## src/include/mbg_pkg.sv

```systemverilog
// constants and state types for the misc backlight, irq and pin block
package mbg_pkg;
	// register port geometry
	localparam int ADDR_W = 24;
	localparam int DATA_W = 32;

	// byte addresses of the registers
	localparam logic [23:0] OFS_PIN_DIR = 24'h10248C;
	localparam logic [23:0] OFS_PIN_VAL = 24'h102490;
	localparam logic [23:0] OFS_IRQ_FLAGS = 24'h102498;
	localparam logic [23:0] OFS_IRQ_GEN = 24'h10249C;
	localparam logic [23:0] OFS_IRQ_MASK = 24'h1024A0;
	localparam logic [23:0] OFS_IRQ_CLEAR = 24'h1024FC;
	localparam logic [23:0] OFS_BL_FREQ = 24'h1024C0;
	localparam logic [23:0] OFS_BL_DUTY = 24'h1024C4;

	// field widths and positions
	localparam int IRQ_N = 8;
	localparam int PIN_N = 8;
	localparam int FREQ_W = 14;
	localparam int DUTY_W = 8;
	localparam int GEN_BIT = 0;
	localparam int DRV_LO = 2;
	localparam int DRV_HI = 6;
	localparam int DRV_W = 5;
	localparam logic [7:0] VALUE_PINS = 8'h83;

	// reset values
	localparam logic [7:0] RST_PIN_DIR = 8'h80;
	localparam logic [7:0] RST_PIN_VAL = 8'h00;
	localparam logic [7:0] RST_IRQ_FLAGS = 8'h00;
	localparam logic RST_IRQ_GEN = 1'b0;
	localparam logic [7:0] RST_IRQ_MASK = 8'hFF;
	localparam logic [13:0] RST_BL_FREQ = 14'h00FA;
	localparam logic [7:0] RST_BL_DUTY = 8'h80;

	// timing: clock period and derived rate
	localparam int CLK_PERIOD_NS = 50;
	localparam int CLK_HZ = 1000000000 / CLK_PERIOD_NS;
	localparam int STEP_W = 7;
	localparam int ACC_W = 25;
	localparam logic [6:0] STEP_LAST = 7'h7F;

	// register bank state
	typedef struct packed {
		logic [7:0] dir;
		logic [7:0] val;
		logic [7:0] flags;
		logic gen;
		logic [7:0] mask;
		logic [13:0] freq;
		logic [7:0] duty;
		logic [31:0] rdata;
		logic irq;
	} mbg_regs_t;

	// backlight generator state
	typedef struct packed {
		logic [24:0] acc;
		logic [6:0] step;
		logic [7:0] duty;
		logic [13:0] freq;
		logic out;
	} mbg_pwm_t;
endpackage

```

## src/mbg_pwm.sv

```systemverilog
// backlight pwm generator with period-boundary update
`timescale 1ns/10ps
module mbg_pwm #(
	parameter int CLK_HZ = mbg_pkg::CLK_HZ
) (
	input wire logic clk_sys,
	input wire logic nrst,
	input wire logic [13:0] freq_req,
	input wire logic [7:0] duty_req,
	output logic pwm_out,
	output logic period_start
);
	localparam logic [24:0] MOD = 25'(CLK_HZ);

	mbg_pkg::mbg_pwm_t s_r;
	mbg_pkg::mbg_pwm_t s_nxt;
	logic [24:0] inc;
	logic [24:0] sum;

	// 128 steps per period: step rate is freq*128, so period is 1/freq
	always_comb begin
		s_nxt = s_r;
		inc = 25'({s_r.freq, 7'h00});
		sum = s_r.acc + inc;
		period_start = 1'b0;
		if (sum >= MOD) begin
			s_nxt.acc = sum - MOD;
			s_nxt.step = s_r.step + 7'h01;
			// new settings only at the wrap, so no runt pulse
			if (s_r.step == mbg_pkg::STEP_LAST) begin
				s_nxt.duty = duty_req;
				s_nxt.freq = freq_req;
				period_start = 1'b1;
			end
		end else begin
			s_nxt.acc = sum;
		end
		// zero never high, 128 or more always high
		s_nxt.out = ({1'b0, s_r.step} < s_r.duty);
	end

	// state register; reset settings give 250 Hz at full duty
	always_ff @(posedge clk_sys or negedge nrst) begin
		if (!nrst) begin
			s_r <= '{acc: 25'h0000000, step: 7'h00,
				duty: mbg_pkg::RST_BL_DUTY,
				freq: mbg_pkg::RST_BL_FREQ, out: 1'b0};
		end else begin
			s_r <= s_nxt;
		end
	end

	assign pwm_out = s_r.out;
endmodule

```

## src/mbg_pins.sv

```systemverilog
// general purpose pin drivers and readback
`timescale 1ns/10ps
module mbg_pins #(
	parameter int PIN_N = mbg_pkg::PIN_N
) (
	input wire logic [7:0] dir,
	input wire logic [7:0] val,
	input wire logic [7:0] pin_in,
	output logic [7:0] pin_out,
	output logic [7:0] pin_oe,
	output logic [7:0] pin_rd
);
	// per pin: only pins 0, 1 and 7 carry a value bit
	for (genvar i = 0; i < PIN_N; i++) begin : g_pin
		localparam logic HAS_VAL = mbg_pkg::VALUE_PINS[i];
		assign pin_oe[i] = dir[i];
		assign pin_out[i] = HAS_VAL & val[i];
		// inputs read the pin, outputs and drive bits the register
		assign pin_rd[i] = (HAS_VAL && !dir[i]) ? pin_in[i] : val[i];
	end
endmodule

```

## src/mbg_regs.sv

```systemverilog
// misc register bank: backlight, interrupt flags and pin control
`timescale 1ns/10ps
// Contract
// - duty is low byte, 0 to 128
// - duty 0 off, 128 full on
// - frequency field bits 13:0 in hertz
// - reset frequency gives 250 Hz
// - mask bit one lets source through
// - mask resets to all ones
// - global enable bit zero gates interrupt
// - event sets its pending flag
// - reading flags returns then clears them
// - flags reset to zero
// - value bits 0, 1, 7 drive pins
// - value bits 2 to 6 set drive
// - direction bit one makes pin output
// - only pin seven output after reset
module mbg_regs #(
	parameter int CLK_HZ = mbg_pkg::CLK_HZ
) (
	input wire logic clk_sys,
	input wire logic nrst,
	input wire logic [23:0] reg_addr,
	input wire logic [31:0] reg_wdata,
	input wire logic reg_we,
	input wire logic reg_re,
	output logic [31:0] reg_rdata,
	input wire logic [7:0] irq_event,
	output logic irq_out,
	input wire logic [7:0] pin_in,
	output logic [7:0] pin_out,
	output logic [7:0] pin_oe,
	output logic [4:0] pin_drive,
	output logic backlight_pwm,
	output logic backlight_period
);
	mbg_pkg::mbg_regs_t s_r;
	mbg_pkg::mbg_regs_t s_nxt;

	// address decode hits, one per register
	logic hit_dir;
	logic hit_val;
	logic hit_flags;
	logic hit_gen;
	logic hit_mask;
	logic hit_clear;
	logic hit_freq;
	logic hit_duty;
	logic hit_any;

	// qualified write strobes
	logic wr_dir;
	logic wr_val;
	logic wr_gen;
	logic wr_mask;
	logic wr_clear;
	logic wr_freq;
	logic wr_duty;

	// qualified read strobes
	logic rd_flags;
	logic rd_any;

	// flag bookkeeping
	logic [7:0] flag_clr;
	logic [7:0] flag_set;
	logic [7:0] flag_kept;
	logic [7:0] flag_live;

	// read data path
	logic [31:0] rd_word;
	logic [7:0] pin_rd;

	// interrupt path
	logic [7:0] irq_gated;
	logic irq_any;

	// decode: full-width compare so aliases cannot hit
	always_comb begin
		hit_dir = (reg_addr == mbg_pkg::OFS_PIN_DIR);
		hit_val = (reg_addr == mbg_pkg::OFS_PIN_VAL);
		hit_flags = (reg_addr == mbg_pkg::OFS_IRQ_FLAGS);
		hit_gen = (reg_addr == mbg_pkg::OFS_IRQ_GEN);
		hit_mask = (reg_addr == mbg_pkg::OFS_IRQ_MASK);
		hit_clear = (reg_addr == mbg_pkg::OFS_IRQ_CLEAR);
		hit_freq = (reg_addr == mbg_pkg::OFS_BL_FREQ);
		hit_duty = (reg_addr == mbg_pkg::OFS_BL_DUTY);
		hit_any = hit_dir | hit_val | hit_flags | hit_gen;
		hit_any = hit_any | hit_mask | hit_clear | hit_freq | hit_duty;
	end

	// write strobes; the flags register has no write path
	always_comb begin
		wr_dir = reg_we & hit_dir;
		wr_val = reg_we & hit_val;
		wr_gen = reg_we & hit_gen;
		wr_mask = reg_we & hit_mask;
		wr_clear = reg_we & hit_clear;
		wr_freq = reg_we & hit_freq;
		wr_duty = reg_we & hit_duty;
	end

	// read strobes
	always_comb begin
		rd_flags = reg_re & hit_flags;
		rd_any = reg_re & hit_any;
	end

	// flag clear sources: read of flags or write to clear register
	always_comb begin
		flag_clr = 8'h00;
		if (rd_flags) begin
			flag_clr = 8'hFF;
		end
		if (wr_clear) begin
			flag_clr = flag_clr | reg_wdata[7:0];
		end
	end

	// events this cycle always survive a clear in the same cycle
	always_comb begin
		flag_set = irq_event;
		flag_kept = s_r.flags & ~flag_clr;
		flag_live = flag_kept | flag_set;
	end

	// read mux; unmapped and write-only addresses read as zero
	always_comb begin
		rd_word = 32'h00000000;
		unique case (1'b1)
			hit_dir: begin
				rd_word[7:0] = s_r.dir;
			end
			hit_val: begin
				rd_word[7:0] = pin_rd;
			end
			hit_flags: begin
				// value seen is the one before the clear
				rd_word[7:0] = s_r.flags;
			end
			hit_gen: begin
				rd_word[mbg_pkg::GEN_BIT] = s_r.gen;
			end
			hit_mask: begin
				rd_word[7:0] = s_r.mask;
			end
			hit_freq: begin
				rd_word[13:0] = s_r.freq;
			end
			hit_duty: begin
				rd_word[7:0] = s_r.duty;
			end
			hit_clear: begin
				rd_word = 32'h00000000;
			end
			default: begin
				rd_word = 32'h00000000;
			end
		endcase
	end

	// gate each pending flag by the mask it will sit beside;
	// taken from the strobe, not s_nxt, to keep the logic acyclic
	always_comb begin
		irq_gated = flag_live & (wr_mask ? reg_wdata[7:0] : s_r.mask);
		irq_any = |irq_gated;
	end

	// next-state assembly for the whole bank
	always_comb begin
		s_nxt = s_r;

		// pin direction: bit n steers pin n
		if (wr_dir) begin
			s_nxt.dir = reg_wdata[7:0];
		end

		// pin values and drive strength share one byte
		if (wr_val) begin
			s_nxt.val = reg_wdata[7:0];
		end

		// pending flags: no software write, only set and clear
		s_nxt.flags = flag_live;

		// global enable keeps only bit zero
		if (wr_gen) begin
			s_nxt.gen = reg_wdata[mbg_pkg::GEN_BIT];
		end

		// per-source mask
		if (wr_mask) begin
			s_nxt.mask = reg_wdata[7:0];
		end

		// frequency is stored as written; the generator samples it
		// at its next period boundary
		if (wr_freq) begin
			s_nxt.freq = reg_wdata[13:0];
		end

		// duty above 128 is stored but behaves as full on
		if (wr_duty) begin
			s_nxt.duty = reg_wdata[7:0];
		end

		// read data valid only in the cycle after the read strobe
		if (rd_any) begin
			s_nxt.rdata = rd_word;
		end else begin
			s_nxt.rdata = 32'h00000000;
		end

		// registered irq follows the state it will sit beside
		s_nxt.irq = s_nxt.gen & irq_any;
	end

	// one register for the whole bank
	always_ff @(posedge clk_sys or negedge nrst) begin
		if (!nrst) begin
			s_r.dir <= mbg_pkg::RST_PIN_DIR;
			s_r.val <= mbg_pkg::RST_PIN_VAL;
			s_r.flags <= mbg_pkg::RST_IRQ_FLAGS;
			s_r.gen <= mbg_pkg::RST_IRQ_GEN;
			s_r.mask <= mbg_pkg::RST_IRQ_MASK;
			s_r.freq <= mbg_pkg::RST_BL_FREQ;
			s_r.duty <= mbg_pkg::RST_BL_DUTY;
			s_r.rdata <= 32'h00000000;
			s_r.irq <= 1'b0;
		end else begin
			s_r <= s_nxt;
		end
	end

	// outputs straight from the bank
	assign reg_rdata = s_r.rdata;
	assign irq_out = s_r.irq;

	// drive strength field passed to the pad ring
	assign pin_drive = s_r.val[mbg_pkg::DRV_HI:mbg_pkg::DRV_LO];

	// pin drivers; the pad ring resolves the wire from pin_oe
	mbg_pins #(
		.PIN_N(mbg_pkg::PIN_N)
	) u_pins (
		.dir(s_r.dir),
		.val(s_r.val),
		.pin_in(pin_in),
		.pin_out(pin_out),
		.pin_oe(pin_oe),
		.pin_rd(pin_rd)
	);

	// backlight generator; a zero frequency simply freezes it,
	// which software avoids by keeping to the supported span
	mbg_pwm #(
		.CLK_HZ(CLK_HZ)
	) u_pwm (
		.clk_sys(clk_sys),
		.nrst(nrst),
		.freq_req(s_r.freq),
		.duty_req(s_r.duty),
		.pwm_out(backlight_pwm),
		.period_start(backlight_period)
	);
endmodule

```

## config.mk

```make
export PLATFORM = sky130hd
export DESIGN_NAME = mbg_regs
export DESIGN_NICKNAME = d
export VERILOG_FILES = /design/src/include/mbg_pkg.sv /design/src/mbg_pwm.sv /design/src/mbg_pins.sv /design/src/mbg_regs.sv
export SDC_FILE = /design/constraint.sdc
export NUM_CORES = 1
export LEC_CHECK = 0
export BUFFER_PORTS_ARGS = -buffer_cell sky130_fd_sc_hd__buf_2
export CAP_MARGIN = 5
export CORE_MARGIN = 2
export CORE_UTILIZATION = 50
export CTS_BUF_LIST = sky130_fd_sc_hd__clkbuf_2
export CTS_CLUSTER_DIAMETER = 60
export CTS_CLUSTER_SIZE = 10
export DETAILED_ROUTE_END_ITERATION = 16
export GPL_TIMING_DRIVEN = 0
export MAX_ROUTING_LAYER = met4
export PLACE_DENSITY = 0.73
export REMOVE_ABC_BUFFERS = 1
export SLEW_MARGIN = 20
export SYNTH_ARGS = -nofsm -noshare
export SYNTH_HDL_FRONTEND = slang
export SYNTH_SLANG_ARGS = --single-unit
export TNS_END_PERCENT = 30
```

## constraint.sdc

```tcl
create_clock -name clk_sys -period 4.3 [get_ports clk_sys]
set_input_delay 0.86 -clock clk_sys [delete_from_list [all_inputs] [get_ports clk_sys]]
set_output_delay 0.86 -clock clk_sys [all_outputs]
set_load 0.005 [all_outputs]
```

After elaboration in Yosys (flattened, before gate mapping)
Index checks and enable logic that the tools add are counted.
- memories: 0
- memory bits (read-only): 0
- register bits after elaboration: 143
- latch bits: 0
- bits of input ports: 76
- RAM bits: 0
- word-level logic and storage cells: 66
- divide/modulo/power cells: 0
- bitwise logic cells: 22
- multipliers: 0
- equality and inequality tests: 9
- shift operators: 0
- add/sub/neg operators: 3
- order comparisons: 2
- multiplexer cells: 14
- reductions and logical operators: 2
- operators by type and width (operator ; number):
    24-bit by 21-bit == test with 1-bit output (second input constant) ; 8
    7-bit one-hot mux with 6 select lines ; 1
    25-bit by 21-bit adder with 25-bit output ; 1
    25-bit greater-or-equal comparator (second input constant) ; 1
    25-bit 2-to-1 mux ; 1
    25-bit subtractor (second input constant) ; 1
    8-bit 2-to-1 mux ; 3
    8-bit AND ; 2
    8-bit OR ; 2
    14-bit 2-to-1 mux ; 1
    1-bit AND ; 10
    7-bit by 8-bit less-than comparator with 1-bit output ; 1
    8-bit inverter ; 1
    8-bit OR reduction ; 1
    7-bit by 1-bit adder with 7-bit output (second input constant) ; 1
    7-bit == test (second input constant) ; 1
    1-bit OR ; 7
    1-bit one-hot mux with 7 select lines ; 1
    1-bit 2-to-1 mux ; 6
    6-bit 2-to-1 mux ; 1
    2-bit AND reduction ; 1

Longest topological paths before layout
- depth in word-level cells: 11
- depth in mapped cells: 12
- gate-level depth less buffers: 11

Modules after synthesis
From an unflattened synthesis, not the netlist that was laid out.
- cell total of the unflattened synthesis: 603
- area, all modules: 6910.4 sq um
- by module, submodules not included (module ; area each (sq um) ; instances ; cells each ; seq. area each (sq um)):
    mbg_regs ; 3606.0 ; 1 ; 311 ; 1771.7
    mbg_pwm ; 3098.0 ; 1 ; 267 ; 1209.9
    mbg_pins ; 206.4 ; 1 ; 25 ; 0.0

Worst setup path after synthesis
OpenSTA, ideal clock, no wires.
- kind: register -> output
- start: register u_pwm.s_r, in the netlist u_pwm.inc[7]
- end: output backlight_period
- slack: 0.780 ns
- arrival time: 2.660 ns
- stages on the path, launching flop included: 12
- required time: 3.440 ns
- cell sequence: dfrtp_1 ha_1 fa_1 a21oi_1 o21ai_0 a31oi_2 nand3b_1 a211oi_4 nand2_2 o211ai_4 nor2_4 buf_6
- longest elaborated chain between the ends: 3
- ends and longest elaborated chain (item ; line ; text):
    from (decl) ; mbg_pwm.sv:15 ; mbg_pkg::mbg_pwm_t s_r;
    from (signal assigned) ; mbg_pwm.sv:45 ; s_r <= '{acc: 25'h0000000, step: 7'h00,
    from (signal assigned) ; mbg_pwm.sv:49 ; s_r <= s_nxt;
    25-bit by 21-bit adder with 25-bit output ; mbg_pwm.sv:24 ; sum = s_r.acc + inc;
    25-bit greater-or-equal comparator ; mbg_pwm.sv:26 ; if (sum >= MOD) begin
    1-bit 2-to-1 mux ; mbg_pwm.sv:26 ;
    to (decl) ; mbg_regs.sv:35 ; output logic backlight_period
No other way between the ends.

Final worst setup path
- start: register u_pwm.s_r, in the netlist u_pwm.inc[8]
- end: output backlight_period
Same word-level chain as after synthesis.

==> results_dict.tcl <==
set metrics [dict create \
    die_area_sq_um 14600 \
    cts.sinks 118 \
    cts_tree "yes" \
    min_path_type "input pin to asynchronous set/reset pin" \
    via_count 5131 \
    final_antenna_net_count 0 \
    required_ps 3440 \
    max_freq_mhz 234 \
    power_density_nw_per_um2 243 \
    fin_cells 889 \
    wl_microns 16000 \
    fin_nets 799 \
    synth_warnings 0 \
    fin_ws_ps 25.6 \
    mostFrequentLayoutCell "dfrtp_1" \
    fin_crit_ps 4270 \
    syn_area_per_cell_sq_um 11.1 \
    drv_cap 0 \
    reg2reg_depth 12 \
    initial_core_util_pct 51.4 \
    antenna_found_initial 0 \
    grtUsageTotal_pct 23.5 \
    finalCritPeriodShare_pct 99.4 \
    status "finished, final reports clean" \
    num_rows 42 \
    cp.arrival_ps 3410 \
    ios 132 \
    tightest_slew_ps 1100 \
    multi_input_area_sq_um 3680 \
    switching_share_pct 28.1 \
    p_int_uw 1360 \
    first_pass_iters 7 \
    fillCellCount 1081 \
    die_w_microns 121 \
    startpoint_type "register" \
    r2r_start "u_pwm.inc[8]" \
    grt_pass1_vias 5220 \
    seqCellArea_sq_um 2980 \
    holdWs_ps 103 \
    gr-total-overflow 0 \
    rsz0062_at_grt "yes" \
    dp_hpwl_microns 11100 \
    grt_pass1_wl_microns 26500 \
    h-tree-depth 4 \
    core_area_sq_um 13300 \
    r2r-end "u_pwm.s_r[20]" \
    diodes 0 \
    drt_iter0_drc 412 \
    drive_gt1_share_pct 42.9 \
    vdd_drop_max_mv 0.345 \
    place.gp.congestion 0.928 \
    slew_viol_final 0 \
    max_slew_margin_pct 26.1 \
    grt_max_degree 72 \
    ys_async_sr_fraction_pct 100 \
    synth-edff-count 0 \
    ff2ff_setup_slack_ps 360 \
    clkTransAtPathRegs_ps 220 \
    ys_types 75 \
    power_switching_uw 534 \
    pre_cts_slack_ps -420 \
    cts_hold_buf 0 \
    pwr-share-comb_pct 4.2 \
    vias_per_cell 5.77 \
    portBuffers 85 \
    final_cell_mix "95 x dfrtp_1, 85 x buf_2, 56 x mux2_2" \
    wl_per_cell_microns 18.1 \
    ys_ff_latch 118 \
    die_h_microns 121 \
    syn_inst 618 \
    clockBufferDepth 2 \
    dp.cells 832 \
    skew_ps 34.3 \
    area_growth_pct 14.4 \
    criticalPathCategory "register to output port" \
    final_hold_viol_count 0 \
    syn-cell-area_sq_um 6830 \
    seq_power_share_pct 58.6 \
    fin_util_pct 58.8 \
    p_leak_uw 0.00372 \
    endpoint_kind "output port" \
    cp_max_fo 6 \
    setup_viol 0 \
    cts-root-buf "clkbuf_2" \
    cts_buffers 17 \
    p_clk_share_pct 37.2 \
    drc 0 \
    yosys_most_used_dff "dfrtp_1" \
    worstSkewPairLatency_ps 710 \
    ys_seq_area_share_pct 43.6 \
]
registers in the layout (all words and copies together), names as in the netlist:
signal and cells:
u_pwm.s_r 33, s_r 50, u_pwm.inc 14, reg_rdata 14
pin_drive 5, irq_out 1, u_pwm.pwm_out 1
layer usage:
metal / vias up / track usage [%] / part of all wire [%] / wire, microns
li1: 2354 / - / - / -
met1: 2580 / 31.1 / 43 / 6980
met2: 176 / 36.4 / 49 / 7920
met3: 21 / 4.98 / 5.8 / 929
met4: 0 / 6.98 / 1.4 / 221
met5: - / - / 0 / 0
worst max-delay path: stages, from the launching register on:
cell      delay, ps
dfstp_2         610
ha_4            210
a211o_4         370
a21o_1          180
a311o_1         380
a31oi_2         210
nor2_2           80
o21a_1          240
o211ai_4        260
nor2_4           50
buf_2           130
power by group through the flow:
stage	clock [uW]	combinational [uW]	sequential, uW
3_3_place_gp	0	72.5	1130
3_5_place_dp	0	79.3	1130
4_1_cts	726	79.7	1110
5_1_grt	774	90.3	1110
6_report	707	78.9	1110
2_1_floorplan	0	14.7	1130
worst max path at each step:
| stage | startpoint | slack, ps | endpoint | depth (start not counted) |
|---|---|---|---|---|
| after floorplan | u_pwm.inc[13] | 490 | backlight_period | 9 |
| after global placement | u_pwm.inc[13] | -370 | backlight_period | 9 |
| after detailed placement | u_pwm.inc[13] | -420 | backlight_period | 9 |
| after CTS | u_pwm.inc[17] | 0.5 | backlight_period | 10 |
| after global routing | u_pwm.inc[8] | -140 | backlight_period | 11 |
| final | u_pwm.inc[8] | 30 | backlight_period | 10 |
cell usage after synthesis, drive strengths merged (11+ instances only):
cell type / count / area share [%]
nand3: 13 / 1.1
ha: 22 / 4.0
nor2: 26 / 1.5
nand2: 46 / 2.6
o21ai: 17 / 1.2
dfstp: 23 / 8.8
xnor2: 14 / 1.8
a21oi: 33 / 2.4
inv: 16 / 0.88
and3: 11 / 1.0
a211oi: 11 / 1.5
buf: 62 / 6.7
a22oi: 11 / 1.2
dfrtp: 95 / 35
mux2: 75 / 13
timing repair:
| item | in CTS | in global routing |
|---|---|---|
| gates cloned | 1 | 0 |
| endpoints found under the setup margin | 1 | 1 |
| resized for setup | 35 | 13 |
| setup buffers | 15 | 9 |
| pin swaps | 19 | 13 |
per-stage QoR:
step,total power (uW),TNS (ps),cell area (sq um)
2_1_floorplan,1150,0,6420
3_3_place_gp,1200,-716,7070
3_5_place_dp,1210,-420,7110
4_1_cts,1920,0,7660
5_1_grt,1980,-135,7820
6_report,1900,0,7820
area by class of cell:
class,count,area share [%]
Multi-Input combinational cell,436,47.1
Sequential cell,118,38.1
Timing Repair Buffer,111,8.24
Tap cell,176,2.82
Clock inverter,14,1.79
Clock buffer,18,1.15
Inverter,16,0.768
cell families after synthesis:
| group | count (synthesis) | synth area share, % |
|---|---|---|
| AND/OR/NAND/NOR | 151 | 12.1 |
| multiplexers | 82 | 14.4 |
| other | 1 | 0.0549 |
| flip-flops | 118 | 43.6 |
| buffers and inverters | 87 | 8.09 |
| XOR/XNOR | 22 | 2.82 |
| AO/OA/AOI/OAI | 134 | 14.6 |
| adder cells (fa/ha/maj) | 23 | 4.32 |
(Power assumes the default switching activity.)
